File: src/verilog/rspb_defines.vh
/*
  constants of the regulator setpoint bank: register offsets, field
  positions, reset value, mode codes and level-to-millivolt scaling.
  assumes an 8-bit register port with 9-bit byte offsets.
*/
`ifndef RSPB_DEFINES_VH
`define RSPB_DEFINES_VH

`define RSPB_ADDR_W         9
`define RSPB_OFF_SD3_A      9'h0A7
`define RSPB_OFF_LR1_A      9'h0A9
`define RSPB_OFF_LR2_A      9'h0AA
`define RSPB_OFF_LR3_A      9'h0AB
`define RSPB_OFF_LR4_A      9'h0AC
`define RSPB_OFF_SD2_B      9'h0B4
`define RSPB_OFF_SD1_B      9'h0B5
`define RSPB_OFF_SD4_B      9'h0B6
`define RSPB_OFF_SD3_B      9'h0B8
`define RSPB_OFF_LR1_B      9'h0BA
`define RSPB_OFF_LR2_B      9'h0BB
`define RSPB_OFF_LR3_B      9'h0BC

`define RSPB_REG_RESET      8'h00
`define RSPB_RDATA_UNMAPPED 8'h00

`define RSPB_SLEEP_BIT      7
`define RSPB_SD_LVL_MSB     6
`define RSPB_LR_LVL_MSB     5

`define RSPB_MODE_BY_SEL    2'h0
`define RSPB_MODE_PFM       2'h1
`define RSPB_MODE_PWM       2'h2
`define RSPB_MODE_AUTO      2'h3

`define RSPB_LR_CODE_MIN    6'h02
`define RSPB_LR_CODE_MAX    6'h38

`define RSPB_SD12_BASE_MV   12'd300
`define RSPB_SD12_STEP_MV   12'd10
`define RSPB_SD3_BASE_MV    12'd800
`define RSPB_SD3_STEP_MV    12'd20
`define RSPB_SD4_BASE_MV    12'd530
`define RSPB_SD4_STEP_MV    12'd10
`define RSPB_LR_BASE_MV     12'd900
`define RSPB_LR_STEP_MV     12'd50

`endif

File: src/verilog/rspb_conv_sel.v
/*
  one step-down converter: picks the active setpoint, decodes the
  effective run mode and scales the level code to millivolts.
  assumes the parent registers every output.
*/
`timescale 1ns/1ps
`include "rspb_defines.vh"

module rspb_conv_sel #(
  parameter [11:0] BASE_MV = 12'd300,
  parameter [11:0] STEP_MV = 12'd10
) (
  sel_b,
  set_a,
  set_b,
  op_mode,
  level,
  millivolt,
  run_mode
);
  input  wire        sel_b;
  input  wire [7:0]  set_a;
  input  wire [7:0]  set_b;
  input  wire [1:0]  op_mode;
  output wire [6:0]  level;
  output wire [11:0] millivolt;
  output reg  [1:0]  run_mode;

  wire [7:0] act = sel_b ? set_b : set_a;

  assign level     = act[`RSPB_SD_LVL_MSB:0];
  assign millivolt = BASE_MV + {5'h00, level} * STEP_MV;

  always @* begin
    case (op_mode)
      `RSPB_MODE_BY_SEL:
        run_mode = act[`RSPB_SLEEP_BIT] ? `RSPB_MODE_PFM : `RSPB_MODE_PWM;
      `RSPB_MODE_PFM:  run_mode = `RSPB_MODE_PFM;
      `RSPB_MODE_PWM:  run_mode = `RSPB_MODE_PWM;
      default:         run_mode = `RSPB_MODE_AUTO;
    endcase
  end
endmodule // rspb_conv_sel

File: src/verilog/rspb_ldo_sel.v
/*
  one linear regulator: picks the active setpoint, clamps the code to
  the usable range and derives the sleep request.
  assumes the parent registers every output.
*/
`timescale 1ns/1ps
`include "rspb_defines.vh"

module rspb_ldo_sel (
  input  wire        sel_b,
  input  wire [7:0]  set_a,
  input  wire [7:0]  set_b,
  output wire [5:0]  level,
  output wire [11:0] millivolt,
  output wire        sleep
);
  function [5:0] clamp_code;
    input [5:0] c;
    begin
      if (c < `RSPB_LR_CODE_MIN)
        clamp_code = `RSPB_LR_CODE_MIN;
      else if (c > `RSPB_LR_CODE_MAX)
        clamp_code = `RSPB_LR_CODE_MAX;
      else
        clamp_code = c;
    end
  endfunction

  wire [7:0] act = sel_b ? set_b : set_a;

  assign level     = clamp_code(act[`RSPB_LR_LVL_MSB:0]);
  assign millivolt = `RSPB_LR_BASE_MV
                   + {6'h00, level - `RSPB_LR_CODE_MIN} * `RSPB_LR_STEP_MV;
  assign sleep     = act[`RSPB_SLEEP_BIT];
endmodule // rspb_ldo_sel

File: src/verilog/rspb_bank.v
/*
  regulator setpoint bank: 8-bit read/write setpoint registers for four
  step-down converters and four linear regulators, with per-regulator
  a/b selection, mode decode and level clamping.
  assumes a synchronous register port on clk_sys; a/b selects, mode
  fields and the setpoints held elsewhere come from logic on clk_sys.
*/
`timescale 1ns/1ps
`include "rspb_defines.vh"

// Function
// converter sleep bit 0 with a: pwm
// converter sleep bit 1 with b: pfm
// sleep bits count only in mode zero
// converter 3 levels: 0.80 V, 20 mV steps
// converters 1,2 levels: 0.3 V, 10 mV
// converter 4 level: 0.53 V, 10 mV
// linear levels 6 bits, 0.90-3.60 V
// linear codes clamped to 0x02..0x38
// linear bit 7 sleeps when a selected
// linear bit 7 sleeps when b selected
// mode field: sel, pfm, pwm, auto
// selected setpoint drives regulator outputs
// every register bit stored and read back
module rspb_bank (
  input  wire                    clk_sys,
  input  wire                    reset_n,
  input  wire [`RSPB_ADDR_W-1:0] reg_addr,
  input  wire                    reg_wr_en,
  input  wire                    reg_rd_en,
  input  wire [7:0]              reg_wdata,
  output reg  [7:0]              reg_rdata_q,
  input  wire                    sd1_sel_b,
  input  wire                    sd2_sel_b,
  input  wire                    sd3_sel_b,
  input  wire                    sd4_sel_b,
  input  wire                    lr1_sel_b,
  input  wire                    lr2_sel_b,
  input  wire                    lr3_sel_b,
  input  wire                    lr4_sel_b,
  input  wire [1:0]              step_down1_op_mode,
  input  wire [1:0]              step_down2_op_mode,
  input  wire [1:0]              step_down3_op_mode,
  input  wire [1:0]              step_down4_op_mode,
  input  wire [7:0]              step_down1_level_a,
  input  wire [7:0]              step_down2_level_a,
  input  wire [7:0]              step_down4_level_a,
  input  wire [7:0]              linreg4_level_b,
  output reg  [6:0]              sd1_lvl_q,
  output reg  [6:0]              sd2_lvl_q,
  output reg  [6:0]              sd3_lvl_q,
  output reg  [6:0]              sd4_lvl_q,
  output reg  [11:0]             sd1_mv_q,
  output reg  [11:0]             sd2_mv_q,
  output reg  [11:0]             sd3_mv_q,
  output reg  [11:0]             sd4_mv_q,
  output reg  [1:0]              sd1_mode_q,
  output reg  [1:0]              sd2_mode_q,
  output reg  [1:0]              sd3_mode_q,
  output reg  [1:0]              sd4_mode_q,
  output reg  [5:0]              lr1_lvl_q,
  output reg  [5:0]              lr2_lvl_q,
  output reg  [5:0]              lr3_lvl_q,
  output reg  [5:0]              lr4_lvl_q,
  output reg  [11:0]             lr1_mv_q,
  output reg  [11:0]             lr2_mv_q,
  output reg  [11:0]             lr3_mv_q,
  output reg  [11:0]             lr4_mv_q,
  output reg                     lr1_sleep_q,
  output reg                     lr2_sleep_q,
  output reg                     lr3_sleep_q,
  output reg                     lr4_sleep_q
);

  // reset release synchroniser; assertion stays asynchronous
  reg rst_s1_q;
  reg rst_s2_q;
  wire rst_n = rst_s2_q;

  always @(posedge clk_sys or negedge reset_n) begin
    if (!reset_n) begin
      rst_s1_q <= 1'b0;
      rst_s2_q <= 1'b0;
    end else begin
      rst_s1_q <= 1'b1;
      rst_s2_q <= rst_s1_q;
    end
  end

  // setpoint registers, all eight bits kept including bit 6, unused by the linear regulators
  reg [7:0] step_down3_level_a_q;
  reg [7:0] linreg1_level_a_q;
  reg [7:0] linreg2_level_a_q;
  reg [7:0] linreg3_level_a_q;
  reg [7:0] linreg4_level_a_q;
  reg [7:0] step_down2_level_b_q;
  reg [7:0] step_down1_level_b_q;
  reg [7:0] step_down4_level_b_q;
  reg [7:0] step_down3_level_b_q;
  reg [7:0] linreg1_level_b_q;
  reg [7:0] linreg2_level_b_q;
  reg [7:0] linreg3_level_b_q;

  always @(posedge clk_sys or negedge rst_n) begin
    if (!rst_n) begin
      step_down3_level_a_q <= `RSPB_REG_RESET;
      linreg1_level_a_q    <= `RSPB_REG_RESET;
      linreg2_level_a_q    <= `RSPB_REG_RESET;
      linreg3_level_a_q    <= `RSPB_REG_RESET;
      linreg4_level_a_q    <= `RSPB_REG_RESET;
      step_down2_level_b_q <= `RSPB_REG_RESET;
      step_down1_level_b_q <= `RSPB_REG_RESET;
      step_down4_level_b_q <= `RSPB_REG_RESET;
      step_down3_level_b_q <= `RSPB_REG_RESET;
      linreg1_level_b_q    <= `RSPB_REG_RESET;
      linreg2_level_b_q    <= `RSPB_REG_RESET;
      linreg3_level_b_q    <= `RSPB_REG_RESET;
    end else if (reg_wr_en) begin
      // writes to unmapped offsets are dropped silently
      if (reg_addr == `RSPB_OFF_SD3_A)
        step_down3_level_a_q <= reg_wdata;
      else if (reg_addr == `RSPB_OFF_LR1_A)
        linreg1_level_a_q <= reg_wdata;
      else if (reg_addr == `RSPB_OFF_LR2_A)
        linreg2_level_a_q <= reg_wdata;
      else if (reg_addr == `RSPB_OFF_LR3_A)
        linreg3_level_a_q <= reg_wdata;
      else if (reg_addr == `RSPB_OFF_LR4_A)
        linreg4_level_a_q <= reg_wdata;
      else if (reg_addr == `RSPB_OFF_SD2_B)
        step_down2_level_b_q <= reg_wdata;
      else if (reg_addr == `RSPB_OFF_SD1_B)
        step_down1_level_b_q <= reg_wdata;
      else if (reg_addr == `RSPB_OFF_SD4_B)
        step_down4_level_b_q <= reg_wdata;
      else if (reg_addr == `RSPB_OFF_SD3_B)
        step_down3_level_b_q <= reg_wdata;
      else if (reg_addr == `RSPB_OFF_LR1_B)
        linreg1_level_b_q <= reg_wdata;
      else if (reg_addr == `RSPB_OFF_LR2_B)
        linreg2_level_b_q <= reg_wdata;
      else if (reg_addr == `RSPB_OFF_LR3_B)
        linreg3_level_b_q <= reg_wdata;
    end
  end

  // read path: one cycle latency, stored value returned unchanged
  reg [7:0] rdata_d;

  always @* begin
    if (reg_addr == `RSPB_OFF_SD3_A)
      rdata_d = step_down3_level_a_q;
    else if (reg_addr == `RSPB_OFF_LR1_A)
      rdata_d = linreg1_level_a_q;
    else if (reg_addr == `RSPB_OFF_LR2_A)
      rdata_d = linreg2_level_a_q;
    else if (reg_addr == `RSPB_OFF_LR3_A)
      rdata_d = linreg3_level_a_q;
    else if (reg_addr == `RSPB_OFF_LR4_A)
      rdata_d = linreg4_level_a_q;
    else if (reg_addr == `RSPB_OFF_SD2_B)
      rdata_d = step_down2_level_b_q;
    else if (reg_addr == `RSPB_OFF_SD1_B)
      rdata_d = step_down1_level_b_q;
    else if (reg_addr == `RSPB_OFF_SD4_B)
      rdata_d = step_down4_level_b_q;
    else if (reg_addr == `RSPB_OFF_SD3_B)
      rdata_d = step_down3_level_b_q;
    else if (reg_addr == `RSPB_OFF_LR1_B)
      rdata_d = linreg1_level_b_q;
    else if (reg_addr == `RSPB_OFF_LR2_B)
      rdata_d = linreg2_level_b_q;
    else if (reg_addr == `RSPB_OFF_LR3_B)
      rdata_d = linreg3_level_b_q;
    else
      rdata_d = `RSPB_RDATA_UNMAPPED;
  end

  // read data holds until the next read so slow masters can sample it
  always @(posedge clk_sys or negedge rst_n) begin
    if (!rst_n)
      reg_rdata_q <= `RSPB_RDATA_UNMAPPED;
    else if (reg_rd_en)
      reg_rdata_q <= rdata_d;
  end

  // converter selection and decode
  wire [6:0]  sd1_lvl_d, sd2_lvl_d, sd3_lvl_d, sd4_lvl_d;
  wire [11:0] sd1_mv_d, sd2_mv_d, sd3_mv_d, sd4_mv_d;
  wire [1:0]  sd1_mode_d, sd2_mode_d, sd3_mode_d, sd4_mode_d;

  // inside each instance; R5 scaling
  rspb_conv_sel #(
    .BASE_MV (`RSPB_SD12_BASE_MV),
    .STEP_MV (`RSPB_SD12_STEP_MV)
  ) u_sd1 (
    .sel_b     (sd1_sel_b),
    .set_a     (step_down1_level_a),
    .set_b     (step_down1_level_b_q),
    .op_mode   (step_down1_op_mode),
    .level     (sd1_lvl_d),
    .millivolt (sd1_mv_d),
    .run_mode  (sd1_mode_d)
  );


  rspb_conv_sel #(
    .BASE_MV (`RSPB_SD12_BASE_MV),
    .STEP_MV (`RSPB_SD12_STEP_MV)
  ) u_sd2 (
    .sel_b     (sd2_sel_b),
    .set_a     (step_down2_level_a),
    .set_b     (step_down2_level_b_q),
    .op_mode   (step_down2_op_mode),
    .level     (sd2_lvl_d),
    .millivolt (sd2_mv_d),
    .run_mode  (sd2_mode_d)
  );


  rspb_conv_sel #(
    .BASE_MV (`RSPB_SD3_BASE_MV),
    .STEP_MV (`RSPB_SD3_STEP_MV)
  ) u_sd3 (
    .sel_b     (sd3_sel_b),
    .set_a     (step_down3_level_a_q),
    .set_b     (step_down3_level_b_q),
    .op_mode   (step_down3_op_mode),
    .level     (sd3_lvl_d),
    .millivolt (sd3_mv_d),
    .run_mode  (sd3_mode_d)
  );


  rspb_conv_sel #(
    .BASE_MV (`RSPB_SD4_BASE_MV),
    .STEP_MV (`RSPB_SD4_STEP_MV)
  ) u_sd4 (
    .sel_b     (sd4_sel_b),
    .set_a     (step_down4_level_a),
    .set_b     (step_down4_level_b_q),
    .op_mode   (step_down4_op_mode),
    .level     (sd4_lvl_d),
    .millivolt (sd4_mv_d),
    .run_mode  (sd4_mode_d)
  );

  // linear regulator selection, clamp and sleep
  wire [5:0]  lr1_lvl_d, lr2_lvl_d, lr3_lvl_d, lr4_lvl_d;
  wire [11:0] lr1_mv_d, lr2_mv_d, lr3_mv_d, lr4_mv_d;
  wire        lr1_sleep_d, lr2_sleep_d, lr3_sleep_d, lr4_sleep_d;

  rspb_ldo_sel u_lr1 (
    .sel_b     (lr1_sel_b),
    .set_a     (linreg1_level_a_q),
    .set_b     (linreg1_level_b_q),
    .level     (lr1_lvl_d),
    .millivolt (lr1_mv_d),
    .sleep     (lr1_sleep_d)
  );

  rspb_ldo_sel u_lr2 (
    .sel_b     (lr2_sel_b),
    .set_a     (linreg2_level_a_q),
    .set_b     (linreg2_level_b_q),
    .level     (lr2_lvl_d),
    .millivolt (lr2_mv_d),
    .sleep     (lr2_sleep_d)
  );

  rspb_ldo_sel u_lr3 (
    .sel_b     (lr3_sel_b),
    .set_a     (linreg3_level_a_q),
    .set_b     (linreg3_level_b_q),
    .level     (lr3_lvl_d),
    .millivolt (lr3_mv_d),
    .sleep     (lr3_sleep_d)
  );

  // the b setpoint of regulator 4 lives outside this bank
  rspb_ldo_sel u_lr4 (
    .sel_b     (lr4_sel_b),
    .set_a     (linreg4_level_a_q),
    .set_b     (linreg4_level_b),
    .level     (lr4_lvl_d),
    .millivolt (lr4_mv_d),
    .sleep     (lr4_sleep_d)
  );

  // regulator control outputs, registered so the analog side sees
  // glitch-free levels; costs one cycle after any select change
  always @(posedge clk_sys or negedge rst_n) begin
    if (!rst_n) begin
      sd1_lvl_q   <= 7'h00;
      sd2_lvl_q   <= 7'h00;
      sd3_lvl_q   <= 7'h00;
      sd4_lvl_q   <= 7'h00;
      sd1_mv_q    <= `RSPB_SD12_BASE_MV;
      sd2_mv_q    <= `RSPB_SD12_BASE_MV;
      sd3_mv_q    <= `RSPB_SD3_BASE_MV;
      sd4_mv_q    <= `RSPB_SD4_BASE_MV;
      sd1_mode_q  <= `RSPB_MODE_PWM;
      sd2_mode_q  <= `RSPB_MODE_PWM;
      sd3_mode_q  <= `RSPB_MODE_PWM;
      sd4_mode_q  <= `RSPB_MODE_PWM;
      lr1_lvl_q   <= `RSPB_LR_CODE_MIN;
      lr2_lvl_q   <= `RSPB_LR_CODE_MIN;
      lr3_lvl_q   <= `RSPB_LR_CODE_MIN;
      lr4_lvl_q   <= `RSPB_LR_CODE_MIN;
      lr1_mv_q    <= `RSPB_LR_BASE_MV;
      lr2_mv_q    <= `RSPB_LR_BASE_MV;
      lr3_mv_q    <= `RSPB_LR_BASE_MV;
      lr4_mv_q    <= `RSPB_LR_BASE_MV;
      lr1_sleep_q <= 1'b0;
      lr2_sleep_q <= 1'b0;
      lr3_sleep_q <= 1'b0;
      lr4_sleep_q <= 1'b0;
    end else begin
      sd1_lvl_q   <= sd1_lvl_d;
      sd2_lvl_q   <= sd2_lvl_d;
      sd3_lvl_q   <= sd3_lvl_d;
      sd4_lvl_q   <= sd4_lvl_d;
      sd1_mv_q    <= sd1_mv_d;
      sd2_mv_q    <= sd2_mv_d;
      sd3_mv_q    <= sd3_mv_d;
      sd4_mv_q    <= sd4_mv_d;
      sd1_mode_q  <= sd1_mode_d;
      sd2_mode_q  <= sd2_mode_d;
      sd3_mode_q  <= sd3_mode_d;
      sd4_mode_q  <= sd4_mode_d;
      lr1_lvl_q   <= lr1_lvl_d;
      lr2_lvl_q   <= lr2_lvl_d;
      lr3_lvl_q   <= lr3_lvl_d;
      lr4_lvl_q   <= lr4_lvl_d;
      lr1_mv_q    <= lr1_mv_d;
      lr2_mv_q    <= lr2_mv_d;
      lr3_mv_q    <= lr3_mv_d;
      lr4_mv_q    <= lr4_mv_d;
      lr1_sleep_q <= lr1_sleep_d;
      lr2_sleep_q <= lr2_sleep_d;
      lr3_sleep_q <= lr3_sleep_d;
      lr4_sleep_q <= lr4_sleep_d;
    end
  end

endmodule // rspb_bank

File: config.mk
export PLATFORM = sky130hd
export DESIGN_NAME = rspb_bank
export DESIGN_NICKNAME = d
export VERILOG_FILES = /design/src/verilog/rspb_conv_sel.v /design/src/verilog/rspb_ldo_sel.v /design/src/verilog/rspb_bank.v
export VERILOG_INCLUDE_DIRS = /design/src /design/src/verilog
export SDC_FILE = /design/constraint.sdc
export NUM_CORES = 1
export LEC_CHECK = 0
export BUFFER_PORTS_ARGS = -buffer_cell sky130_fd_sc_hd__buf_2
export CORE_MARGIN = 5
export CORE_UTILIZATION = 38
export CTS_BUF_LIST = sky130_fd_sc_hd__clkbuf_4 sky130_fd_sc_hd__clkbuf_8
export DETAILED_ROUTE_END_ITERATION = 16
export GPL_ROUTABILITY_DRIVEN = 0
export GPL_TIMING_DRIVEN = 0
export SYNTH_ARGS = -nofsm -noshare
export SYNTH_HDL_FRONTEND = slang
export SYNTH_SLANG_ARGS = --single-unit
File: constraint.sdc
create_clock -name clk_sys -period 9.1 [get_ports clk_sys]
set_clock_uncertainty 0.1 [all_clocks]
set_input_delay 1.82 -clock clk_sys [delete_from_list [all_inputs] [get_ports clk_sys]]
set_output_delay 1.82 -clock clk_sys [all_outputs]
set_load 0.01 [all_outputs]
==> summary.txt <==
Global routing
  • Initial antenna violation count: 7
  • Total track usage: 18.5%
  • First-pass GRT wire length: 60500 µm
  • Vias in the first global route: 11000
  • Largest net degree at the start of global routing: 64
  • Overflow after GRT: 0

Power and ir drop
  • Power per standard cell area: 171 mW/mm²
  • P_leak: 8.73 nW
  • Net switching power: 0.829 mW
  • Total power: about 2.9 mW
  • Int Power: 2.06 mW
  • Switch share: between 20% and 30%
  • Clk pwr share: 38.6%
  • Comb pwr share: 18.8%
  • Seq pwr share: 42.6%
  • Peak supply drop: 0.107 mV

Layout
  • Non-filler cells in the finished layout: 2041
  • Fin nets: 1739
  • Share of cells above drive strength 1: between 30% and 40%
  • Area delta synth->final: 19.7%

Synth
  • Sequential area share after synthesis: a little over two fifths
  • Top FF cell, synth: dfrtp_1
  • Synth Register Bits: 243
  • EDFF count, synth: 0
  • Synth area leader: dfrtp_1
  • Top post-synthesis cells by area: dfrtp_1 37%, ha_1 11%, mux2_2 11%, dfstp_2 6.3%, xnor2_1 3.4%
  • Synth Instances: 1259
  • Yosys Warn Count: 0
  • Synth async-reset ratio: 100%
  • Post-Syn Area per Cell: ~11 µm²
  • Most frequent cells after synthesis: 209 x dfrtp_1, 135 x mux2_2, 127 x ha_1, 65 x o21ai_0, 63 x nand2_1
  • Most frequent cell after synthesis: dfrtp_1
  • Synth top area share: 36.9%
  • Post-synth cell types: between 80 and 90
  • Post-Syn Area: about 0.014 mm²

Die
  • Die width: 203 µm
  • Die area: approximately 0.041 mm²
  • Initial Util: approximately two fifths
  • Area of the core: about 0.037 mm²
  • Row count: 70
  • DIE HEIGHT: 203 µm
  • IO Count: around 240

Clock tree
  • # Post-CTS Setup Buffers: 0
  • Clk_lat worst skew: about 0.60 ns
  • # clock sinks: 243
  • CTS tree: built
  • CTS buffer count: 45
  • Clock transition at path regs: ~0.06 ns
  • CTS Hold Buffers Added: 0
  • PostCTS Resize Cnt: 0
  • Maximum buffer depth of the clock tree: 3
  • H-tree Lvls: 2
  • Root Buffer: clkbuf_8

Timing
  • Final setup viols: 0
  • Final Hold Viols: 0
  • Max_slew headroom: 44.9%
  • Final min period: 5.35 ns
  • Max Clock Freq: 187 MHz
  • Setup_tns: 0 ns
  • Final Cycle Share: 58.8%
  • Tightest Pin Transition: slightly above 0.8 ns
  • RSZ-0062 raised after global routing: no
  • Slew Limit Fails: 0

Detailed routing
  • DRT iter0 DRCs: 503
  • Drt drc: 0
  • Routed len/inst: around 19 µm
  • Routed WL: 38400 µm
  • Via count: about 11000
  • Detailed Routing Iterations Pass 1: 5
  • Vias per cell: 5.25
  • Post-DRT Antenna Nets: 0

Placement
  • DP HPWL: between 20000 and 30000 µm
  • Placed cells: 1956
  • PortBufs: roughly 220

Hold path
  • Hold crit path type: reg2async

Job
  • Max cap viols: 0

Critical path
  • FF-to-FF End: lr3_mv_q[11]$_DFF_PN0_
  • Cell count of the worst reg-to-reg path: 14
  • CP arrival: 5.78 ns
  • CP endpoint kind: flip-flop
  • Reg2reg start: linreg3_level_b_q[4]$_DFFE_PN0P_
  • R2r setup slk: 4.79 ns
  • Critical path launch point type: input port
  • WP data required: 9.52 ns
  • Critical Path Fanout Max: 9
  • Setup CP Type: in2reg

Run status
  • Status: finished, final reports clean
## worst max-delay path: stages
cell,delay (ns)
buf_4,0.16
mux2i_1,0.61
inv_1,0.14
and3_1,0.25
a311oi_1,0.49
ha_1,0.24
ha_1,0.22
ha_1,0.29
ha_1,0.30
a211oi_1,0.30
nor2_1,0.10
xnor2_1,0.30
o311ai_4,0.18
o21ai_0,0.22
xnor2_1,0.14
## per-stage QoR
step | setup WS (ns) | util (%) | instance area, µm² | hold slack (ns)
2_1_floorplan | 1.79 | - | 14200 | 0.231
3_3_place_gp | -1.17 | 43.2 | 15900 | 0.235
3_5_place_dp | 3.13 | 43.5 | 16000 | 0.172
4_1_cts | 3.75 | 46.1 | 16900 | 0.176
5_1_grt | 3.51 | 46.1 | 16900 | 0.202
6_report | 3.75 | 46.2 | 16900 | 0.164
## power by group through the flow
stage / registers, mW / clock network [mW] / logic, mW
after floorplan: 1.30 / 0 / 0.304
after global placement: 1.27 / 0 / 0.518
after detailed placement: 1.25 / 0 / 0.548
after CTS: 1.23 / 1.15 / 0.553
after global routing: 1.24 / 1.20 / 0.607
final: 1.23 / 1.12 / 0.544
## registers in the layout (all words and copies together), names as in the netlist, 9 cells and up
register and cells:
lr4_mv_q 9, lr2_mv_q 9, lr3_mv_q 9, lr1_mv_q 9, sd2_mv_q 10, sd4_mv_q 11, sd1_mv_q 10
## kinds of logic after synthesis
kind of cell	share of synthesized area [%]
compound gates	12.9
xor+xnor	5.32
fa+ha+maj	12.4
buf+inv	3.98
flops	43.3
mux	12.8
other cells	0.0531
simple gates	9.35
## worst max path at each step
stage	from	endpoint	slack [ns]
finish	lr3_sel_b	lr3_mv_q[11]$_DFF_PN0_	3.75
global route	lr3_sel_b	lr3_mv_q[11]$_DFF_PN0_	3.51
CTS	lr3_sel_b	lr3_mv_q[11]$_DFF_PN0_	3.75
detailed placement	lr3_sel_b	lr3_mv_q[11]$_DFF_PN0_	3.13
global placement	rst_n$_DFF_PN0_	lr4_mv_q[6]$_DFF_PN0_	-1.17
floorplan	rst_n$_DFF_PN0_	linreg1_level_a_q[0]$_DFFE_PN0P_	1.79
## metal layers
layer,GRT usage [%],vias to the layer above,routed length (µm)
met5,0,-,51
met2,29.7,331,17600
met3,5.22,70,2660
met4,5.21,10,847
met1,24.5,5242,17200
li1,-,5054,-
## cells in the final DEF, fill, tap and decap left out, drive strengths merged, types with 22 or more instances in the layout
cell,synthesis,layout
xor2,31,31
ha,127,127
dfstp,34,34
inv,54,54
clkbuf,24,98
a21oi,53,53
buf,38,257
o21ai,70,70
mux2i,22,22
nand2b,26,26
xnor2,55,55
nor2,63,63
mux2,140,140
nand2,64,64
dfrtp,209,209
## cell type report
cell class	count	area [µm²]
multi-input combinational	908	7510
buffer	62	353
tap	468	586
clock inverter	9	47.5
inverter	56	210
antenna	2	5.00
clock buffer	74	918
fill	3374	19800
sequential	243	6130
timing repair buffer	219	1190
Note: power is estimated with default switching activity, not from simulation.
